File: src/pllcc_consts.vh
/*
   Constants for the loop and clock-driver control block: register offsets,
   field positions, reset values, surge weights and timing counts.
   Assumes inclusion by bare name from the design files that need them.
*/
`ifndef PLLCC_CONSTS_VH
`define PLLCC_CONSTS_VH

// ----------------------------------------------------------------------
// Register offsets (byte addresses)
// ----------------------------------------------------------------------
`define PLLCC_ADDR_LO       8'h00
`define PLLCC_ADDR_HI       8'h04
`define PLLCC_ADDR_STATUS   8'h08

// ----------------------------------------------------------------------
// Reset values and writable masks
// ----------------------------------------------------------------------
`define PLLCC_RESET_LO      32'h0078_0000
`define PLLCC_RESET_HI      8'h00
`define PLLCC_MASK_LO       32'hFFFF_FF3F
`define PLLCC_MASK_HI       8'h83
`define PLLCC_STRB_FULL     4'hF

// ----------------------------------------------------------------------
// Field positions inside the 40-bit control word
// ----------------------------------------------------------------------
`define PLLCC_B_DAC_PD      39
`define PLLCC_B_BG_PD       33
`define PLLCC_B_DRV_INT_R   32
`define PLLCC_B_RISE_HI     31
`define PLLCC_B_RISE_MID    30
`define PLLCC_B_RISE_LO     29
`define PLLCC_B_FALL_HI     28
`define PLLCC_B_FALL_MID    27
`define PLLCC_B_FALL_LO     26
`define PLLCC_B_LOCK_EN     25
`define PLLCC_B_LOCK_MODE   24
`define PLLCC_B_RFDIV_PD    23
`define PLLCC_F_RFDIV_HI    22
`define PLLCC_F_RFDIV_LO    21
`define PLLCC_B_DRV_PD      20
`define PLLCC_F_DRVSEL_HI   19
`define PLLCC_F_DRVSEL_LO   18
`define PLLCC_B_SLEW_OFF    17
`define PLLCC_B_CLK_BYPASS  16
`define PLLCC_F_REFDIV_HI   15
`define PLLCC_F_REFDIV_LO   12
`define PLLCC_F_OSCDIV_HI   11
`define PLLCC_F_OSCDIV_LO   8
`define PLLCC_B_PUMP_POL    5
`define PLLCC_B_PUMP_PD     4
`define PLLCC_B_PUMP_QPD    3
`define PLLCC_F_PUMP_HI     2
`define PLLCC_F_PUMP_LO     0

// ----------------------------------------------------------------------
// Surge current weights in units of 0.05 mA
// ----------------------------------------------------------------------
`define PLLCC_RISE_W_HI     9'h098
`define PLLCC_RISE_W_MID    9'h04C
`define PLLCC_RISE_W_LO     9'h026
`define PLLCC_RISE_W_BASE   9'h098
`define PLLCC_FALL_W_HI     9'h06C
`define PLLCC_FALL_W_MID    9'h036
`define PLLCC_FALL_W_LO     9'h01B
`define PLLCC_FALL_W_BASE   9'h051

// ----------------------------------------------------------------------
// Core clock source codes
// ----------------------------------------------------------------------
`define PLLCC_CLK_DIV_OUT   2'h0
`define PLLCC_CLK_DIV_IN    2'h1
`define PLLCC_CLK_ALT_REF   2'h2

// ----------------------------------------------------------------------
// Timing
// ----------------------------------------------------------------------
`define PLLCC_BG_SETTLE_MS  10
`define PLLCC_CLK_KHZ       125000
`define PLLCC_SYNC_BITS     3

// ----------------------------------------------------------------------
// AXI responses
// ----------------------------------------------------------------------
`define PLLCC_RESP_OKAY     2'h0
`define PLLCC_RESP_SLVERR   2'h2

`endif

File: src/pllcc_top_unused_guard.v
`timescale 1ns/1ps

File: src/pllcc_top.v
/*
   Loop and clock-driver control register with an AXI4-Lite slave port.
   The 40-bit control word is split over two words and applied only when
   both halves have been written. Decoded fields drive the analog controls.
   Assumes a single-clock system; lock and phase inputs are asynchronous.
*/
// Operation
// - Five-byte word applies only when fully written
// - Bit 39 powers down converter, output floats
// - Bit 33 band-gap off; ten ms resettle
// - Bit 32 picks internal driver current resistor
// - Bits 31:29 add weighted rising surge
// - Bits 28:26 add weighted falling surge
// - Bit 25 drives lock detect on pin
// - Bit 24 selects status or lead/lag meaning
// - Bit 23 divider off, reference feeds core
// - Bits 22:21 pick divide by 1,2,4,8
// - Bit 20 powers down clock driver
// - Bits 19:18 select clock driver source
// - Bit 17 removes all edge surge current
// - Bit 16 bypasses divider for core clock
// - Bits 15:12 reference divider equals field+1
// - Bits 11:8 oscillator divider equals field+1
// - Bit 5 sets charge-pump polarity
// - Bit 4 fully powers down charge pump
// - Bit 3 powers down pump output only
// - Bits 2:0 scale pump current field+1
`timescale 1ns/1ps
`default_nettype none
`include "pllcc_consts.vh"

module pllcc_top
#(
   parameter [20:0] BG_SETTLE_CYCLES = `PLLCC_BG_SETTLE_MS * `PLLCC_CLK_KHZ
)
(
   input  wire         aclk,
   input  wire         aresetn,
   input  wire [7:0]   s_axi_awaddr,
   input  wire         s_axi_awvalid,
   output reg          s_axi_awready,
   input  wire [31:0]  s_axi_wdata,
   input  wire [3:0]   s_axi_wstrb,
   input  wire         s_axi_wvalid,
   output reg          s_axi_wready,
   output reg  [1:0]   s_axi_bresp,
   output reg          s_axi_bvalid,
   input  wire         s_axi_bready,
   input  wire [7:0]   s_axi_araddr,
   input  wire         s_axi_arvalid,
   output reg          s_axi_arready,
   output reg  [31:0]  s_axi_rdata,
   output reg  [1:0]   s_axi_rresp,
   output reg          s_axi_rvalid,
   input  wire         s_axi_rready,
   input  wire         loop_locked,
   input  wire         osc_lags_ref,
   input  wire         osc_leads_ref,
   output reg          dac_power_down,
   output reg          dac_output_oe,
   output reg          bandgap_power_down,
   output reg          bandgap_ready,
   output reg          driver_internal_resistor,
   output reg          driver_current_resistor_pin_en,
   output reg  [8:0]   rise_surge_current,
   output reg  [8:0]   fall_surge_current,
   output reg          lock_pin_out,
   output reg          lock_pin_oe,
   output reg          rf_divider_enable,
   output reg  [3:0]   rf_divide_ratio,
   output reg          driver_enable,
   output reg  [1:0]   driver_source,
   output reg  [1:0]   core_clock_source,
   output reg  [4:0]   ref_divide_ratio,
   output reg  [4:0]   osc_divide_ratio,
   output reg          pump_running,
   output reg          pump_output_enable,
   output reg          pump_raise,
   output reg          pump_lower,
   output reg  [3:0]   pump_current_scale
);

   // ----------------------------------------------------------------------
   // Storage
   // ----------------------------------------------------------------------
   reg  [31:0] ctrl_lo;
   reg  [7:0]  ctrl_hi;
   reg  [31:0] shadow_lo;
   reg  [7:0]  shadow_hi;
   reg         lo_staged;
   reg         hi_staged;
   reg  [20:0] bg_count;

   reg         aw_got;
   reg         w_got;
   reg  [7:0]  aw_addr;
   reg  [31:0] w_data;
   reg  [3:0]  w_strb;

   wire [39:0] ctrl = {ctrl_hi, ctrl_lo};
   wire [2:0]  pin_sync;
   wire        locked_s = pin_sync[0];
   wire        lag_s    = pin_sync[1];
   wire        lead_s   = pin_sync[2];

   // ----------------------------------------------------------------------
   // Asynchronous analog status inputs
   // ----------------------------------------------------------------------
   pllcc_sync u_sync
   (
      .aclk     (aclk),
      .aresetn  (aresetn),
      .async_in ({osc_leads_ref, osc_lags_ref, loop_locked}),
      .sync_out (pin_sync)
   );

   // ----------------------------------------------------------------------
   // Write decode
   // ----------------------------------------------------------------------
   // A half is staged only when every byte of it is present; a partial
   // write cannot corrupt the word and is answered with an error.
   wire do_write = aw_got && w_got && !s_axi_bvalid;
   wire lo_ok    = do_write && (aw_addr == `PLLCC_ADDR_LO) &&
                   (w_strb == `PLLCC_STRB_FULL);
   wire hi_ok    = do_write && (aw_addr == `PLLCC_ADDR_HI) && w_strb[0];
   wire commit   = (lo_ok || lo_staged) && (hi_ok || hi_staged);

   // ----------------------------------------------------------------------
   // AXI write channels, one transaction at a time
   // ----------------------------------------------------------------------
   always @(posedge aclk)
   begin
      if (!aresetn)
      begin
         s_axi_awready <= 1'b0;
         s_axi_wready  <= 1'b0;
         s_axi_bvalid  <= 1'b0;
         s_axi_bresp   <= `PLLCC_RESP_OKAY;
         aw_got        <= 1'b0;
         w_got         <= 1'b0;
         aw_addr       <= 8'h00;
         w_data        <= 32'h0000_0000;
         w_strb        <= 4'h0;
      end
      else
      begin
         // Address and data are taken in either order
         if (s_axi_awready && s_axi_awvalid)
         begin
            s_axi_awready <= 1'b0;
            aw_got        <= 1'b1;
            aw_addr       <= s_axi_awaddr;
         end
         else if (!aw_got && !s_axi_bvalid)
            s_axi_awready <= 1'b1;

         if (s_axi_wready && s_axi_wvalid)
         begin
            s_axi_wready <= 1'b0;
            w_got        <= 1'b1;
            w_data       <= s_axi_wdata;
            w_strb       <= s_axi_wstrb;
         end
         else if (!w_got && !s_axi_bvalid)
            s_axi_wready <= 1'b1;

         // Response once both halves of the request are held
         if (do_write)
         begin
            aw_got       <= 1'b0;
            w_got        <= 1'b0;
            s_axi_bvalid <= 1'b1;
            s_axi_bresp  <= (lo_ok || hi_ok) ? `PLLCC_RESP_OKAY : `PLLCC_RESP_SLVERR;
         end
         else if (s_axi_bvalid && s_axi_bready)
            s_axi_bvalid <= 1'b0;
      end
   end

   // ----------------------------------------------------------------------
   // Control word staging and commit
   // ----------------------------------------------------------------------
   // Reserved bits are masked on store, so a host that breaks the zero
   // convention still reads back zeros there.
   always @(posedge aclk)
   begin
      if (!aresetn)
      begin
         ctrl_lo   <= `PLLCC_RESET_LO;
         ctrl_hi   <= `PLLCC_RESET_HI;
         shadow_lo <= 32'h0000_0000;
         shadow_hi <= 8'h00;
         lo_staged <= 1'b0;
         hi_staged <= 1'b0;
      end
      else
      begin
         if (lo_ok)
            shadow_lo <= w_data & `PLLCC_MASK_LO;
         if (hi_ok)
            shadow_hi <= w_data[7:0] & `PLLCC_MASK_HI;
         if ((lo_ok || hi_ok) && commit)
         begin
            ctrl_lo   <= lo_ok ? (w_data & `PLLCC_MASK_LO) : shadow_lo;
            ctrl_hi   <= hi_ok ? (w_data[7:0] & `PLLCC_MASK_HI) : shadow_hi;
            lo_staged <= 1'b0;
            hi_staged <= 1'b0;
         end
         else
         begin
            if (lo_ok)
               lo_staged <= 1'b1;
            if (hi_ok)
               hi_staged <= 1'b1;
         end
      end
   end

   // ----------------------------------------------------------------------
   // AXI read channel
   // ----------------------------------------------------------------------
   always @(posedge aclk)
   begin
      if (!aresetn)
      begin
         s_axi_arready <= 1'b0;
         s_axi_rvalid  <= 1'b0;
         s_axi_rdata   <= 32'h0000_0000;
         s_axi_rresp   <= `PLLCC_RESP_OKAY;
      end
      else if (s_axi_arready && s_axi_arvalid)
      begin
         s_axi_arready <= 1'b0;
         s_axi_rvalid  <= 1'b1;
         s_axi_rresp   <= `PLLCC_RESP_OKAY;
         case (s_axi_araddr)
            `PLLCC_ADDR_LO:
               s_axi_rdata <= ctrl_lo;
            `PLLCC_ADDR_HI:
               s_axi_rdata <= {24'h00_0000, ctrl_hi};
            `PLLCC_ADDR_STATUS:
               s_axi_rdata <= {26'h000_0000, lead_s, lag_s, locked_s,
                               bandgap_ready, hi_staged, lo_staged};
            default:
            begin
               s_axi_rdata <= 32'h0000_0000;
               s_axi_rresp <= `PLLCC_RESP_SLVERR;
            end
         endcase
      end
      else if (s_axi_rvalid)
      begin
         if (s_axi_rready)
            s_axi_rvalid <= 1'b0;
      end
      else
         s_axi_arready <= 1'b1;
   end

   // ----------------------------------------------------------------------
   // Band-gap settle timer
   // ----------------------------------------------------------------------
   // Ready is withheld until the reference has had its full settle time
   // after power-up; a short power-down restarts the whole wait.
   always @(posedge aclk)
   begin
      if (!aresetn)
      begin
         bg_count      <= 21'h00_0000;
         bandgap_ready <= 1'b0;
      end
      else if (ctrl[`PLLCC_B_BG_PD])
      begin
         bg_count      <= 21'h00_0000;
         bandgap_ready <= 1'b0;
      end
      else if (bg_count < BG_SETTLE_CYCLES)
      begin
         bg_count      <= bg_count + 21'h00_0001;
         bandgap_ready <= 1'b0;
      end
      else
         bandgap_ready <= 1'b1;
   end

   // ----------------------------------------------------------------------
   // Surge current sums
   // ----------------------------------------------------------------------
   wire [8:0] rise_extra = (ctrl[`PLLCC_B_RISE_HI]  ? `PLLCC_RISE_W_HI  : 9'h000) +
                           (ctrl[`PLLCC_B_RISE_MID] ? `PLLCC_RISE_W_MID : 9'h000) +
                           (ctrl[`PLLCC_B_RISE_LO]  ? `PLLCC_RISE_W_LO  : 9'h000);
   wire [8:0] fall_extra = (ctrl[`PLLCC_B_FALL_HI]  ? `PLLCC_FALL_W_HI  : 9'h000) +
                           (ctrl[`PLLCC_B_FALL_MID] ? `PLLCC_FALL_W_MID : 9'h000) +
                           (ctrl[`PLLCC_B_FALL_LO]  ? `PLLCC_FALL_W_LO  : 9'h000);

   // ----------------------------------------------------------------------
   // Pump gating
   // ----------------------------------------------------------------------
   // Quick power-down keeps the pump biased but silences its output, so
   // the loop recovers fast; full power-down stops everything.
   wire pump_out_on = !ctrl[`PLLCC_B_PUMP_PD] && !ctrl[`PLLCC_B_PUMP_QPD];
   wire want_raise  = ctrl[`PLLCC_B_PUMP_POL] ? lead_s : lag_s;
   wire want_lower  = ctrl[`PLLCC_B_PUMP_POL] ? lag_s : lead_s;

   // ----------------------------------------------------------------------
   // Registered decode of the applied word onto the analog controls
   // ----------------------------------------------------------------------
   always @(posedge aclk)
   begin
      if (!aresetn)
      begin
         dac_power_down                 <= 1'b0;
         dac_output_oe                  <= 1'b0;
         bandgap_power_down             <= 1'b0;
         driver_internal_resistor       <= 1'b0;
         driver_current_resistor_pin_en <= 1'b0;
         rise_surge_current             <= 9'h000;
         fall_surge_current             <= 9'h000;
         lock_pin_out                   <= 1'b0;
         lock_pin_oe                    <= 1'b0;
         rf_divider_enable              <= 1'b0;
         rf_divide_ratio                <= 4'h0;
         driver_enable                  <= 1'b0;
         driver_source                  <= 2'h0;
         core_clock_source              <= `PLLCC_CLK_DIV_OUT;
         ref_divide_ratio               <= 5'h00;
         osc_divide_ratio               <= 5'h00;
         pump_running                   <= 1'b0;
         pump_output_enable             <= 1'b0;
         pump_raise                     <= 1'b0;
         pump_lower                     <= 1'b0;
         pump_current_scale             <= 4'h0;
      end
      else
      begin
         dac_power_down     <= ctrl[`PLLCC_B_DAC_PD];
         dac_output_oe      <= !ctrl[`PLLCC_B_DAC_PD];
         bandgap_power_down <= ctrl[`PLLCC_B_BG_PD];
         driver_internal_resistor       <= ctrl[`PLLCC_B_DRV_INT_R];
         driver_current_resistor_pin_en <= !ctrl[`PLLCC_B_DRV_INT_R];

         // Slew-off wins over every surge bit, the base values included
         if (ctrl[`PLLCC_B_SLEW_OFF])
         begin
            rise_surge_current <= 9'h000;
            fall_surge_current <= 9'h000;
         end
         else
         begin
            rise_surge_current <= `PLLCC_RISE_W_BASE + rise_extra;
            fall_surge_current <= `PLLCC_FALL_W_BASE + fall_extra;
         end

         // Pin floats unless lock detect is enabled
         lock_pin_oe <= ctrl[`PLLCC_B_LOCK_EN];
         if (!ctrl[`PLLCC_B_LOCK_EN])
            lock_pin_out <= 1'b0;
         else if (ctrl[`PLLCC_B_LOCK_MODE])
            lock_pin_out <= lag_s;
         else
            lock_pin_out <= !locked_s;

         rf_divider_enable <= !ctrl[`PLLCC_B_RFDIV_PD];
         rf_divide_ratio   <= 4'h1 << ctrl[`PLLCC_F_RFDIV_HI:`PLLCC_F_RFDIV_LO];

         // Divider power-down routes the reference around it entirely
         if (ctrl[`PLLCC_B_RFDIV_PD])
            core_clock_source <= `PLLCC_CLK_ALT_REF;
         else if (ctrl[`PLLCC_B_CLK_BYPASS])
            core_clock_source <= `PLLCC_CLK_DIV_IN;
         else
            core_clock_source <= `PLLCC_CLK_DIV_OUT;

         driver_enable <= !ctrl[`PLLCC_B_DRV_PD];
         driver_source <= ctrl[`PLLCC_F_DRVSEL_HI:`PLLCC_F_DRVSEL_LO];

         ref_divide_ratio <= {1'b0, ctrl[`PLLCC_F_REFDIV_HI:`PLLCC_F_REFDIV_LO]} + 5'h01;
         osc_divide_ratio <= {1'b0, ctrl[`PLLCC_F_OSCDIV_HI:`PLLCC_F_OSCDIV_LO]} + 5'h01;

         pump_running       <= !ctrl[`PLLCC_B_PUMP_PD];
         pump_output_enable <= pump_out_on;
         pump_raise         <= pump_out_on && want_raise;
         pump_lower         <= pump_out_on && want_lower;
         pump_current_scale <= {1'b0, ctrl[`PLLCC_F_PUMP_HI:`PLLCC_F_PUMP_LO]} + 4'h1;
      end
   end

endmodule

`default_nettype wire

File: src/pllcc_sync.v
/*
   Three-stage input synchroniser for asynchronous analog status lines.
   Assumes inputs may change at any time relative to aclk.
*/
`timescale 1ns/1ps
`default_nettype none

module pllcc_sync
(
   input  wire         aclk,
   input  wire         aresetn,
   input  wire [2:0]   async_in,
   output reg  [2:0]   sync_out
);

   reg [2:0] stage1;
   reg [2:0] stage2;
   reg [2:0] stage3;

   // ----------------------------------------------------------------------
   // Per-bit chain; a change counts once stages two and three agree
   // ----------------------------------------------------------------------
   genvar i;
   generate
      for (i = 0; i < 3; i = i + 1)
      begin : g_bit
         always @(posedge aclk)
         begin
            if (!aresetn)
            begin
               stage1[i]   <= 1'b0;
               stage2[i]   <= 1'b0;
               stage3[i]   <= 1'b0;
               sync_out[i] <= 1'b0;
            end
            else
            begin
               stage1[i] <= async_in[i];
               stage2[i] <= stage1[i];
               stage3[i] <= stage2[i];
               if (stage2[i] == stage3[i])
                  sync_out[i] <= stage3[i];   // Filters a single-cycle glitch
            end
         end
      end
   endgenerate

endmodule

`default_nettype wire

File: config.mk
export PLATFORM = sky130hd
export DESIGN_NAME = pllcc_top
export DESIGN_NICKNAME = d
export VERILOG_FILES = /design/src/pllcc_top_unused_guard.v /design/src/pllcc_top.v /design/src/pllcc_sync.v
export VERILOG_INCLUDE_DIRS = /design/src
export SDC_FILE = /design/constraint.sdc
export NUM_CORES = 1
export LEC_CHECK = 0
export BUFFER_PORTS_ARGS = -buffer_cell sky130_fd_sc_hd__buf_4
export CORE_MARGIN = 2
export CORE_UTILIZATION = 30
export DETAILED_ROUTE_END_ITERATION = 12
export GPL_TIMING_DRIVEN = 0
export SLEW_MARGIN = 20
export SYNTH_ARGS = -nofsm -noshare
export SYNTH_HDL_FRONTEND = slang
export SYNTH_SLANG_ARGS = --single-unit
File: constraint.sdc
create_clock -name aclk -period 5.62 [get_ports aclk]
set_input_delay 1.124 -clock aclk [delete_from_list [all_inputs] [get_ports aclk]]
set_output_delay 1.124 -clock aclk [all_outputs]
set_load 0.005 [all_outputs]
### Word level (Yosys, flattened, before mapping)

Cells that the tools add are included.

| cells by class | value |
|---|---|
| reductions and logical operators | 43 |
| shift operators | 1 |
| add/subtract/negate cells | 10 |
| $lt $le $gt $ge | 1 |
| bitwise gates (word level) | 1 |
| mux-type cells | 22 |
| eq/ne operators | 7 |

Operators with widths:

| operator | number |
|---|---|
| 32-bit case mux with 3 select lines | 1 |
| 32-bit 2-to-1 mux | 1 |
| 21-bit by 1-bit adder with 21-bit output (second input constant) | 1 |
| 21-bit less-than comparator (second input constant) | 1 |
| 1-bit logical AND | 17 |
| 8-bit by 3-bit == test with 1-bit output (second input constant) | 2 |
| 8-bit logical NOT | 2 |
| 8-bit 2-to-1 mux | 2 |
| 2-bit OR reduction | 8 |
| 7-bit 2-to-1 mux | 2 |
| 6-bit 2-to-1 mux | 2 |
| 4-bit by 1-bit adder with 5-bit output (second input constant) | 2 |
| 1-bit logical NOT | 10 |
| 1-bit 2-to-1 mux | 10 |
| 7-bit by 9-bit adder with 9-bit output (first input constant) | 1 |
| 8-bit by 5-bit adder with 9-bit output | 1 |
| 8-bit by 7-bit adder with 9-bit output | 1 |
| 8-bit by 9-bit adder with 9-bit output (first input constant) | 1 |
| 9-bit by 6-bit adder with 9-bit output | 1 |
| 7-bit by 6-bit adder with 8-bit output | 1 |
| 8-bit by 4-bit == test with 1-bit output (second input constant) | 1 |
| 2-bit 2-to-1 mux | 3 |
| 5-bit 2-to-1 mux | 1 |
| 3-bit by 1-bit adder with 4-bit output (second input constant) | 1 |
| 8 further kinds | 12 |

| storage, ports and cells | value |
|---|---|
| logic and storage cells | 140 |
| input port bits | 62 |
| flip-flop bits (word level) | 256 |
| output and inout bits | 95 |

### Logic depth before layout (Yosys ltp)

| depth | value |
|---|---|
| depth in word-level cells | 8 |
| gate-level depth with buffers | 9 |
| gate-level depth less buffers | 9 |

### Modules after synthesis

Synthesis repeated with hierarchy kept, for this count alone.

| second synthesis, totals | value |
|---|---|
| cell total of the unflattened synthesis | 950 |
| area, all modules | 9491.6 um^2 |

Modules (own cells, without submodules):

| module | sequential area each (um^2) | instances | area an instance (um^2) | cells an instance |
|---|---|---|---|---|
| pllcc_top | 4804.6 | 1 | 9123.8 | 919 |
| pllcc_sync | 240.2 | 1 | 367.9 | 31 |

### Worst setup path before layout

No wires, ideal clock.

| timing | value |
|---|---|
| path type | input to register |
| start | input port s_axi_araddr[0] |
| end | register s_axi_rdata[0] |
| slack | 3.353 ns |
| cell stages on the path | 5 |
| library setup time | 0.059 ns |
| required time | 5.561 ns |
| buffers on the path | 1 |
| data arrival time | 2.208 ns |
| cells stage by stage | nor4_1 -> nand4b_1 -> nor2_1 -> clkbuf_1 -> a22o_1 |

| on the way | value |
|---|---|
| word-level cells in the longest chain between the ends | 2 |
| elaborated cells between the ends (all ways) | 4 |
| those cells by class | eq/ne: 2; mux: 1; reduce/logical: 1 |

Ends and longest elaborated chain:

| what | line | source |
|---|---|---|
| from (decl) | pllcc_top.v:49 | `input wire [7:0] s_axi_araddr,` |
| 8-bit by 4-bit == test with 1-bit output, or another cell as far along | pllcc_top.v:236 | `case (s_axi_araddr)` |
| 32-bit case mux with 3 select lines (*) | pllcc_top.v:236 |  |
| to (signal assigned) | pllcc_top.v:238 | `s_axi_rdata <= ctrl_lo;` |
| to (signal assigned) | pllcc_top.v:240 | `s_axi_rdata <= {24'h00_0000, ctrl_hi};` |
| to (signal assigned) | pllcc_top.v:242 | `s_axi_rdata <= {26'h000_0000, lead_s, lag_s, locked_s,` |
| to (decl) | pllcc_top.v:52 | `output reg [31:0] s_axi_rdata,` |

Every way passes the cells marked *; elsewhere a longest branch is shown, timed or not.
A chain may end at the register's enable or synchronous reset.

### Worst setup path in the final report

| timing | value |
|---|---|
| start | input port s_axi_arvalid |
| end | register s_axi_rdata[1] |

| on the way | value |
|---|---|
| word-level cells in the longest chain between the ends | 1 |

Ends and longest elaborated chain:

| what | line | source |
|---|---|---|
| from (decl) | pllcc_top.v:50 | `input wire s_axi_arvalid,` |
| 1-bit logical AND | pllcc_top.v:231 | `else if (s_axi_arready && s_axi_arvalid)` |

Every way passes these cells.

==> flow_summary.ini <==
[die]
fp.dieH_microns = 181.6
initial_core_util_pct = 30.23
dieWidth_microns = 181.6
io_pins = 157
core_region_area_sq_um = 31310
num_rows = 65
floorplan.die_area_sq_um = 32990

[synthesis]
yosysSeqAreaShare_pct = 53.29
syn-mean-instance-area_sq_um = 9.769
postSynth.asyncResetShare_pct = 0
synth_area_sq_um = 9467
register_bit_total_from_synthesis = 252
yosys_most_used_dff = sky130_fd_sc_hd__dfxtp_1
synth_largest_area_cell = sky130_fd_sc_hd__dfxtp_1
synth_area_leaders = sky130_fd_sc_hd__dfxtp_1 (53%), sky130_fd_sc_hd__nand2_1 (4.6%), sky130_fd_sc_hd__mux2i_1 (4.3%)
synthDominantCellAreaShare_pct = 53.29
synth-warning-count = 0
yosysUniqueCellTypes = 54
edff_count_synth = 0
synthesis.instances = 969

[final_layout]
final_layout_size_suffix_gt1_share_pct = 18.27
layout.cells.most_common_list = sky130_fd_sc_hd__dfxtp_1 (252), sky130_fd_sc_hd__buf_4 (154), sky130_fd_sc_hd__nand2_1 (116), sky130_fd_sc_hd__clkbuf_1 (55), sky130_fd_sc_hd__a21oi_1 (50)
synthToLayoutAreaGrowth_pct = 27.20
diodes = 0
leading_cell_type_in_the_layout_fill_and_taps_excluded = sky130_fd_sc_hd__dfxtp_1
finalNetCount = 1237
layout.cell_area.non_filler_sq_um = 12040

[critical_path]
delay_contributed_by_the_slowest_stage_of_the_critical_path_ns = 0.58
cell_with_the_largest_stage_delay_on_the_worst_path = sky130_fd_sc_hd__clkbuf_1
criticalPathCategory = in2reg
required_ns = 6.10
cpLargestDelayFamily = simple AND/OR/NAND/NOR gates
ff2ff_setup_slack_ns = 3.13
worst-endpoint-arrival_ns = 3.10
cp-start-kind = primary input
path_buf_inv = 2
setup.worst_path.end_class = flip-flop
critical_path_cell_list = buf_4 -> nand2_1 -> nor3_1 -> nand4b_1 -> nor2_1 -> clkbuf_1 -> a22o_1
worstPathMaxFanout = 10

[route]
wl_met1_microns = 12750
route.final.wire_length_microns = 25830
vias_per_cell = 4.683
wl_met2_microns = 11280
routedWlPerCell_microns = 16.42
remaining_drc_errors = 0
detail_route.first_pass.iterations = 4
met3RoutedLength_microns = 1366
drt_iter0_markers = 440
number_of_nets_with_antenna_violations_after_routing = 0
topRoutingLayerUsed = met4
routed-via-count = 7367

[cts]
tritoncts = done
holdBufCountCts = 0
cts.clk_slew.worst_paths_ns = 0.06
cts_inserted_buffers = 28
postCtsSetupBuffers = 0
cts.path.max_buffers = 3
clock_insertion_delay_worst_skew_ns = 0.54
clock_sink_count = 252
cts-resized-gates = 0
cts.root.buffer_cell = sky130_fd_sc_hd__clkbuf_16
cts.htree.levels = 1

[placed_design]
numPortBuffers = 150
gp_congestion = 0.7863
postPlaceCellArea_sq_um = 11100
dp_hpwl_microns = 19100

[timing]
fin_setup_tns_ns = 0
clock.fmax_ghz = 0.3818
slew_viol_final = 0
max_slew_margin_pct = 51.62
slew_at_the_pin_closest_to_its_max_slew_limit_ns = 0.7256
hold_viol_final = 0
finalClockSkew_ns = 0.01760
min_clock_period_post_route_ns = 2.619
timing.final.setup_violations = 0
min_period_over_period_pct = 46.60
grt_setup_unrepaired = no

[status]
outcome = finished clean

[pwr]
max-vdd-ir-drop_mv = 0.2005
static-leakage-power_nw = 5.111
power-per-cell-area_nw_per_um2 = 319.7

[job]
cap_violations = 0

[grt]
global_route.overflow_total = 0
grt_util_all_layers_pct = 15.54
initial_antenna_violation_count = 1
grt_max_degree = 14
grt_first_pass_wirelength_microns = 40630
number_of_global_route_vias_before_repair = 7218

[min_path]
worst_hold_class = reg2reg
==> final timing paths <==
kind                           endpoint              from  cells past startpoint
hold / removal         u_sync.stage2[2]  u_sync.stage1[2]                      1
setup / recovery         s_axi_rdata[1]     s_axi_arvalid                      7
hold reg to reg        u_sync.stage2[2]  u_sync.stage1[2]                      1
setup reg to reg  fall_surge_current[7]       ctrl_lo[27]                      9
==> area by class of cell <==
| cell class | instances | area [sq um] |
|---|---|---|
| sequential | 252 | 5045 |
| clock buffer | 39 | 823.3 |
| tap | 402 | 503.0 |
| buffer | 65 | 276.5 |
| timing repair buffer | 150 | 1126 |
| fill | 3108 | 19270 |
| clock inverter | 11 | 115.1 |
| multi-input combinational | 640 | 4100 |
| inverter | 14 | 52.55 |
==> layer usage <==
layer / track usage [%] / vias to the layer above
met5: 0 / -
met4: 3.545 / 0
met3: 3.049 / 31
met2: 24.25 / 159
met1: 22.15 / 3444
li1: - / 3733
==> sequential cells by signal, summed over array words and instances, names as in the netlist, 8 cells and up <==
signal	flops
s_axi_rdata	32
shadow_hi	8
fall_surge_current	9
rise_surge_current	8
shadow_lo	32
w_data	31
ctrl_hi	8
aw_addr	8
ctrl_lo	32
bg_count	21
==> report_power, final <==
part	switching [mW]	total (mW)	internal (mW)	leakage [nW]
logic	0.0940	0.171	0.0769	2.60
registers	0.0188	1.84	1.82	2.04
clock network	0.732	1.84	1.11	0.466
==> stage by stage <==
stage / utilization (%) / worst slack, ns / power (mW) / instances / hold WS [ns]
floorplan: - / 3.353 / 1.956 / 971 / 0.4041
global route: 38.46 / 2.825 / 3.991 / 1573 / 0.4574
detailed placement: 35.46 / 2.422 / 2.050 / 1523 / 0.4225
CTS: 38.46 / 2.974 / 3.889 / 1573 / 0.4367
global placement: 35.46 / 2.451 / 2.048 / 1523 / 0.4214
finish: 38.46 / 3.001 / 3.849 / 1573 / 0.4322
==> synthesized netlist by cell type (4+ instances only) <==
cell and count:
sky130_fd_sc_hd__dfxtp_1 252, sky130_fd_sc_hd__nand2_1 116, sky130_fd_sc_hd__clkbuf_1 51, sky130_fd_sc_hd__a21oi_1 50, sky130_fd_sc_hd__a21boi_0 49, sky130_fd_sc_hd__nor2b_1 48, sky130_fd_sc_hd__mux2i_1 41, sky130_fd_sc_hd__o21ai_1 39
sky130_fd_sc_hd__and2_1 33, sky130_fd_sc_hd__nand3_1 32, sky130_fd_sc_hd__a22o_1 30, sky130_fd_sc_hd__nor2_1 29, sky130_fd_sc_hd__ha_1 21, sky130_fd_sc_hd__and3_1 15, sky130_fd_sc_hd__inv_1 14, sky130_fd_sc_hd__nand4_1 14
sky130_fd_sc_hd__o31ai_1 11, sky130_fd_sc_hd__or4_1 11, sky130_fd_sc_hd__a21boi_1 8, sky130_fd_sc_hd__buf_2 8, sky130_fd_sc_hd__nand2b_1 8, sky130_fd_sc_hd__o21ai_0 8, sky130_fd_sc_hd__a22oi_1 7, sky130_fd_sc_hd__xnor2_1 7
sky130_fd_sc_hd__xor2_1 7, sky130_fd_sc_hd__nor3b_1 5, sky130_fd_sc_hd__a21o_1 4, sky130_fd_sc_hd__and4_1 4, sky130_fd_sc_hd__buf_4 4, sky130_fd_sc_hd__nor3_1 4, sky130_fd_sc_hd__nor4_1 4, sky130_fd_sc_hd__o21a_1 4
==> cells by family after synthesis <==
family,Yosys count,synth area share (%)
flip-flops,252,53.29
buffers and inverters,79,3.476
other,1,0.03961
XOR/XNOR,14,1.295
multiplexers,41,4.335
AO/OA/AOI/OAI,221,15.45
adder cells (fa/ha/maj),24,3.410
AND/OR/NAND/NOR,337,18.70
No activity file was read; power rests on OpenSTA's default activity.
